**src/pkg/power_mgmt_control_status_cfg.svh**
```systemverilog
// offsets, field positions, reset values and fixed field values
// assumes byte-addressed configuration space, dword-aligned accesses
`ifndef POWER_MGMT_CFG_SVH
`define POWER_MGMT_CFG_SVH

// ------------------------------------------------------------
// dword addresses in configuration space
// ------------------------------------------------------------
`define CFG_PM_CAP_DWORD 8'h40
`define CFG_PM_CSR_DWORD 8'h44

// ------------------------------------------------------------
// capability header and capabilities word (upper half of 0x40)
// ------------------------------------------------------------
`define PM_CAP_ID 8'h01
`define PM_NEXT_PTR 8'h00
`define PMC_VERSION 3'h2
`define PMC_WAKE_CLOCK 1'h0
`define PMC_DSI 1'h0
`define PMC_D1_SUPPORT 1'h1
`define PMC_D2_SUPPORT 1'h1
`define PMC_WAKE_STATES 4'hf
`define PMC_AUX_CURRENT_RST 3'h0
`define PMC_D3COLD_RST 1'h0
`define PMC_AUX_LO 22
`define PMC_AUX_HI 24
`define PMC_D3COLD_BIT 31

// ------------------------------------------------------------
// control/status word (lower half of 0x44)
// ------------------------------------------------------------
`define CSR_STATE_LO 0
`define CSR_STATE_HI 1
`define CSR_ENABLE_BIT 8
`define CSR_STATUS_BIT 15
`define CSR_DATA_SELECT 4'h0
`define CSR_DATA_SCALE 2'h0
`define CSR_STATE_RST 2'h0

`endif

```
**src/pkg/power_mgmt_control_status_pkg.sv**
```systemverilog
// types shared by the power-management register block
// assumes power_mgmt_control_status_cfg.svh supplies every number
package power_mgmt_pkg;

  // power states as written to the state field
  typedef enum logic [1:0] {
    PWR_D0 = 2'b00,
    PWR_D1 = 2'b01,
    PWR_D2 = 2'b10,
    PWR_D3_HOT = 2'b11
  } power_state_t;

  // one configuration access, taken in a single cycle
  typedef struct packed {
    logic wr;
    logic rd;
    logic [7:0] addr;
    logic [3:0] be;
    logic [31:0] wdata;
  } cfg_req_t;

  // identity fields loadable from serial rom or firmware
  typedef struct packed {
    logic [2:0] aux_current;
    logic d3cold_wake;
  } ident_fields_t;

endpackage

```
**src/pci_power_mgmt_control_status.sv**
```systemverilog
// power-management capability and control/status registers of one
// pci function, reached by configuration cycles on the pci clock.
// assumes the i2c rom reader outside delivers decoded identity fields
// and that aux power keeps i_aux_reset low across ordinary resets.
//
// Functional notes
// - two-bit power state, reset d0, read back
// - data select and scale read zero always
// - enable bit gates the wake event output
// - wake bits sticky only with d3cold support
// - resume detect sets status regardless of enable
// - status clears only on write of one
// - non-d0 state means suspend, clock stopped
// - identity fields writable only with write enable
// - rom load completes before configuration access
// - wake output held without pci clock
// - wake capability advertised from d0 to d3hot
`include "power_mgmt_control_status_cfg.svh"
`timescale 1ns/100ps

module pci_power_mgmt_control_status
  import power_mgmt_pkg::*;
(
  input wire logic i_clock,
  input wire logic i_reset,
  input wire logic i_aux_reset,
  input wire cfg_req_t i_cfg,
  output logic o_cfg_ready,
  output logic o_cfg_rvalid,
  output logic [31:0] o_cfg_rdata,
  input wire logic i_identity_write_enable,
  input wire logic i_rom_present,
  input wire logic i_rom_load_valid,
  input wire ident_fields_t i_rom_load_data,
  input wire logic i_rom_load_done,
  input wire logic i_resume_detected_flag,
  output power_state_t o_power_state,
  output logic o_global_suspend,
  output logic o_core_clock_enable,
  output logic o_wake_event_out,
  output logic o_wake_event_oe
);

  // ------------------------------------------------------------
  // state
  // ------------------------------------------------------------
  power_state_t state_q, state_d;
  ident_fields_t ident_q, ident_d;
  logic enable_q, enable_d;
  logic status_q, status_d;
  logic loaded_q, loaded_d;
  logic sticky_q;
  logic resume_q;
  logic rvalid_q;
  logic [31:0] rdata_q, rdata_d;

  // ------------------------------------------------------------
  // access decode
  // ------------------------------------------------------------
  // accesses before the rom load is finished are ignored, so software
  // never sees identity fields half loaded
  wire logic access_ok = loaded_q;
  wire logic hit_cap = i_cfg.addr == `CFG_PM_CAP_DWORD;
  wire logic hit_csr = i_cfg.addr == `CFG_PM_CSR_DWORD;
  wire logic wr_csr = access_ok & i_cfg.wr & hit_csr;
  wire logic wr_cap = access_ok & i_cfg.wr & hit_cap;
  wire logic rd_any = access_ok & i_cfg.rd;
  wire logic wr_lane0 = wr_csr & i_cfg.be[0];
  wire logic wr_lane1 = wr_csr & i_cfg.be[1];
  wire logic ident_wr = wr_cap & i_identity_write_enable;
  wire logic aux_wr = ident_wr & i_cfg.be[2] & i_cfg.be[3];
  wire logic d3_wr = ident_wr & i_cfg.be[3];

  // resume flag edge; only the transition to one counts
  wire logic resume_rise = i_resume_detected_flag & ~resume_q;
  wire logic status_w1c = wr_lane1 & i_cfg.wdata[`CSR_STATUS_BIT];

  // ------------------------------------------------------------
  // read words
  // ------------------------------------------------------------
  // capability word: wake possible from d0 to d3hot, from d3cold as the identity field says; clock not needed
  wire logic [15:0] pmc_word = {
    ident_q.d3cold_wake,
    `PMC_WAKE_STATES,
    `PMC_D2_SUPPORT,
    `PMC_D1_SUPPORT,
    ident_q.aux_current,
    `PMC_DSI,
    1'h0,
    `PMC_WAKE_CLOCK,
    `PMC_VERSION
  };

  // data select and scale are constants; writes cannot reach them
  wire logic [15:0] csr_word = {
    status_q,
    `CSR_DATA_SCALE,
    `CSR_DATA_SELECT,
    enable_q,
    6'h00,
    state_q
  };

  wire logic [31:0] cap_dword = {pmc_word, `PM_NEXT_PTR, `PM_CAP_ID};
  // bridge extension and data bytes above read zero
  wire logic [31:0] csr_dword = {16'h0000, csr_word};

  // ------------------------------------------------------------
  // next-state logic
  // ------------------------------------------------------------
  always_comb begin
    state_d = state_q;
    if (wr_lane0) begin
      state_d = power_state_t'(i_cfg.wdata[`CSR_STATE_HI:`CSR_STATE_LO]);
    end
  end

  always_comb begin
    enable_d = enable_q;
    if (wr_lane1) begin
      enable_d = i_cfg.wdata[`CSR_ENABLE_BIT];
    end
  end

  // a resume edge in the clearing cycle still leaves the flag set
  always_comb begin
    status_d = status_q;
    if (status_w1c) begin
      status_d = 1'b0;
    end
    if (resume_rise) begin
      status_d = 1'b1;
    end
  end

  // rom contents land first; firmware writes need i_identity_write_enable
  always_comb begin
    ident_d = ident_q;
    loaded_d = loaded_q;
    if (!loaded_q) begin
      if (i_rom_present && i_rom_load_valid) begin
        ident_d = i_rom_load_data;
      end
      if (!i_rom_present || i_rom_load_done) begin
        loaded_d = 1'b1;
      end
    end else begin
      if (aux_wr) begin
        ident_d.aux_current = i_cfg.wdata[`PMC_AUX_HI:`PMC_AUX_LO];
      end
      if (d3_wr) begin
        ident_d.d3cold_wake = i_cfg.wdata[`PMC_D3COLD_BIT];
      end
    end
  end

  always_comb begin
    rdata_d = 32'h0000_0000;
    if (hit_cap) begin
      rdata_d = cap_dword;
    end else if (hit_csr) begin
      rdata_d = csr_dword;
    end
  end

  // ------------------------------------------------------------
  // registers on the function reset
  // ------------------------------------------------------------
  always_ff @(posedge i_clock) begin
    if (i_reset) begin
      state_q <= PWR_D0;
      ident_q <= {`PMC_AUX_CURRENT_RST, `PMC_D3COLD_RST};
      loaded_q <= 1'b0;
      resume_q <= 1'b0;
      rvalid_q <= 1'b0;
      rdata_q <= 32'h0000_0000;
    end else begin
      state_q <= state_d;
      ident_q <= ident_d;
      loaded_q <= loaded_d;
      resume_q <= i_resume_detected_flag;
      rvalid_q <= rd_any;
      rdata_q <= rd_any ? rdata_d : rdata_q;
    end
  end

  // ------------------------------------------------------------
  // wake bits: sticky when d3cold wake is supported
  // ------------------------------------------------------------
  // d3cold support as it stood before the function reset began; the
  // identity fields clear on the first reset edge, so a reset longer
  // than one cycle must not follow them
  always_ff @(posedge i_clock) begin
    if (i_aux_reset) begin
      sticky_q <= 1'b0;
    end else if (!i_reset) begin
      sticky_q <= ident_q.d3cold_wake;
    end
  end

  // the function reset only clears them when no aux power keeps the
  // event alive; the aux reset always does
  wire logic wake_clear = i_aux_reset | (i_reset & ~sticky_q);

  always_ff @(posedge i_clock) begin
    if (wake_clear) begin
      enable_q <= 1'b0;
      status_q <= 1'b0;
    end else begin
      enable_q <= enable_d;
      status_q <= status_d;
    end
  end

  // ------------------------------------------------------------
  // outputs
  // ------------------------------------------------------------
  // the wake pin is open drain, active low, driven straight from held
  // flops so it stays asserted when the pci clock is stopped
  assign o_wake_event_out = 1'b0;
  assign o_wake_event_oe = status_q & enable_q;

  // any state but d0 is global suspend; the core clock gate closes
  assign o_power_state = state_q;
  assign o_global_suspend = state_q != PWR_D0;
  assign o_core_clock_enable = state_q == PWR_D0;

  assign o_cfg_ready = loaded_q;
  assign o_cfg_rvalid = rvalid_q;
  assign o_cfg_rdata = rdata_q;

endmodule

```
**config.mk**
```make
export PLATFORM = sky130hd
export DESIGN_NAME = pci_power_mgmt_control_status
export DESIGN_NICKNAME = d
export VERILOG_FILES = /design/src/pkg/power_mgmt_control_status_pkg.sv /design/src/pci_power_mgmt_control_status.sv
export VERILOG_INCLUDE_DIRS = /design/src /design/src/pkg
export SDC_FILE = /design/constraint.sdc
export NUM_CORES = 1
export LEC_CHECK = 0
export BUFFER_PORTS_ARGS = -buffer_cell sky130_fd_sc_hd__buf_2
export CAP_MARGIN = 20
export CORE_MARGIN = 10
export CORE_UTILIZATION = 33
export DETAILED_ROUTE_END_ITERATION = 8
export PLACE_DENSITY_LB_ADDON = 0.05
export SLEW_MARGIN = 5
export SYNTH_ARGS = -nofsm -noshare
export SYNTH_HDL_FRONTEND = slang
export SYNTH_SLANG_ARGS = --single-unit
```
**constraint.sdc**
```tcl
create_clock -name i_clock -period 2.1 [get_ports i_clock]
set_clock_uncertainty 0.2 [all_clocks]
set_input_delay 0.21 -clock i_clock [delete_from_list [all_inputs] [get_ports i_clock]]
set_output_delay 0.21 -clock i_clock [all_outputs]
set_load 0.02 [all_outputs]
```
==> impl_metrics.yaml <==
run_status:
  status: "finished, final reports clean"
power_and_ir_drop:
  powerDensity_mw_per_mm2: 517
  static-leakage-power_nw: 0.693
  ir_worst_vdd_v: 0.000215
die:
  die_w_um: 77
  coreArea_mm2: 0.00308
  floorplan.initialDensity_pct: 34.8
  die_area_mm2: 0.00593
  die_h_um: 77
  rows: 20
  io_pins: 98
logic_synthesis:
  netlist_top_cells_count: "buf_4, dfxtp_1, nor2_1"
  synth_ff_type: "dfxtp_1"
  synth_cell_type_count: 34
  ys_seq_area_share_pct: 39.2
  yosysTopAreaCell: "dfxtp_1"
  post-synth-top-count-cell: "buf_4"
  synth_async_sr_flop_share_pct: 0
  yosys_warnings: 0
  synth-seq-cells: 21
  synth_top_area_share_pct: 39.2
  synthTopCellsByArea: "dfxtp_1, buf_4, a22oi_1, nor2_1, mux2i_1"
  synth-edff-count: 0
  syn_area_per_cell_um2: 8.79
  synthCells: 122
  syn_area_mm2: 0.00107
cells_and_area:
  final_layout_size_suffix_gt1_share_pct: 39.3
  nNetsFinal: 242
  antenna_cells: 0
  area_delta_synth_final_pct: 33.0
  final_area_mm2: 0.00143
  fill_cells: 314
worst_hold_path:
  hold_path_depth: 3
  worstHoldPathType: "input port to flip-flop"
  hold_path.startpoint: "i_rom_present"
  hold_end: "o_cfg_ready"
global_routing:
  antenna_found_initial: 0
  first_global_vias: 1037
  met1_usage_pct: 10.9
  grt_use_met3_pct: 5.36
  grt_busiest_layer: "met2"
  grtUsageMet2_pct: 13.1
  grt_pass1_wl_mm: 4.60
  gr-total-overflow: 0
  grt_usage_pct: 9.11
  grt_max_degree: 21
clock_network:
  post_cts_buffers: 0
  clockBufferDepth: 2
  cts_root_buf: "clkbuf_4"
  clk_pin_slew_ns: 0.11
  clock_latency_ns: 0.30
  clock-sinks: 21
  cts-buffers-inserted: 3
  cts_tree: "done"
  post_cts_resized: 0
  cts_hold_buf: 7
  htree_levels: 1
detailed_routing:
  drc: 0
  ant_nets: 0
  routed_wl_mm: 2.89
  first_iter_violations: 18
  wire_per_inst_um: 12.7
  num_vias: 971
  first_pass_iters: 4
  routed_via_density: 4.28
sta:
  whs_ns: 0.0283
  max_freq_mhz: 534
  setup_violations: 0
  period_share_pct: 89.2
  rsz0062_at_grt: "no"
  setup_tns_ns: 0
  hold_viol_final: 0
  slew_violations: 0
  period_needed_ns: 1.87
placed_design:
  portBuffers: 55
  gp_congestion: 0.726
  postPlaceCellArea_mm2: 0.00133
  dpl.hpwl_mm: 2.39
setup_path:
  worst-r2r-setup-slack_ns: 0.30
  rr_worst_depth: 4
  end_kind: "flip-flop"
  crit_path_max_fanout: 6
  r2r-end: "cap_dword[22]"
  max_stage_delay_ns: 0.59
  crit_required_ns: 2.08
  cp-start-kind: "input port"
  timing.rr.start: "o_cfg_ready"
  worst-setup-path-type: "input port to flip-flop"
  cp_cell_sequence: "buf_2 > or4b_1 > or4_1 > a221oi_1 > a311oi_1"
  cpMaxStageDelayCell: "or4b_1"
  cp.arrival_ns: 1.86
flow_run:
  cap_violations: 0
-- worst max-delay path: cells and delay by family --
family / cells / cell delay [ns]
compound gates: 2 / 0.40
buf+inv: 1 / 0.09
simple gates: 2 / 1.16
-- cell families after synthesis --
kind of cell           synth area share [%]
buffers and inverters                  22.6
other                                 0.350
flip-flops                             39.2
AO/OA/AOI/OAI                          15.9
AND/OR/NAND/NOR                        18.2
multiplexers                           3.73
-- layer usage --
metal  vias up  wire length (um)
met5         -                 0
met4         0                20
met3         2               409
met2        55              1100
met1       411              1350
li1        503                 -
-- layout make-up --
cell class / instances / area [um^2] / share of cell area [%]
Sequential cell: 21 / 420 / 29.5
Clock buffer: 4 / 26.3 / 1.84
Multi-Input combinational cell: 80 / 485 / 34.0
Timing Repair Buffer: 71 / 413 / 28.9
Tap cell: 44 / 55.1 / 3.86
Inverter: 7 / 26.3 / 1.84
-- how the worst max path moves through the flow --
stage               from             to  depth (start not counted)
4_1_cts        i_cfg[41]  cap_dword[22]                          5
2_1_floorplan  i_cfg[41]  cap_dword[22]                          6
6_report       i_cfg[41]  cap_dword[22]                          5
5_1_grt        i_cfg[41]  cap_dword[22]                          5
3_3_place_gp   i_cfg[41]  cap_dword[22]                          5
3_5_place_dp   i_cfg[41]  cap_dword[22]                          5
-- cells in the final DEF (no fill, tap or decap), drive strengths merged, types with 2 or more instances in the layout --
cell type,Yosys,final
a311oi,3,3
dlygate4sd3,0,7
mux2i,4,4
nor2b,5,5
conb,1,18
nor4,3,3
clkbuf,5,4
buf,26,64
or4,2,2
nor2,14,14
dfxtp,21,21
a21oi,3,3
nand2b,2,2
nand3,2,2
a22oi,7,7
inv,7,7
a221oi,3,3
-- power breakdown --
part | switching (mW) | total (mW) | internal (mW)
registers | 0.00454 | 0.413 | 0.408
logic | 0.0738 | 0.127 | 0.0533
clock network | 0.124 | 0.198 | 0.0740
-- registers in the layout (all words and copies together) (netlist names) --
register and flops:
o_cfg_rvalid 1, status_q 1, o_cfg_ready 1, cap_dword 4, resume_q 1, sticky_q 1
o_power_state 2, enable_q 1, o_cfg_rdata 9
-- metrics by stage --
step	worst slack, ns	util [%]	power [mW]	cells
floorplan	0.0384	-	0.519	139
global placement	-0.113	43.2	0.536	216
detailed placement	-0.119	43.2	0.539	216
CTS	0.215	46.3	0.746	227
global route	0.141	46.3	0.777	227
finish	0.226	46.3	0.738	227
No activity file was read; power rests on OpenSTA's default activity.
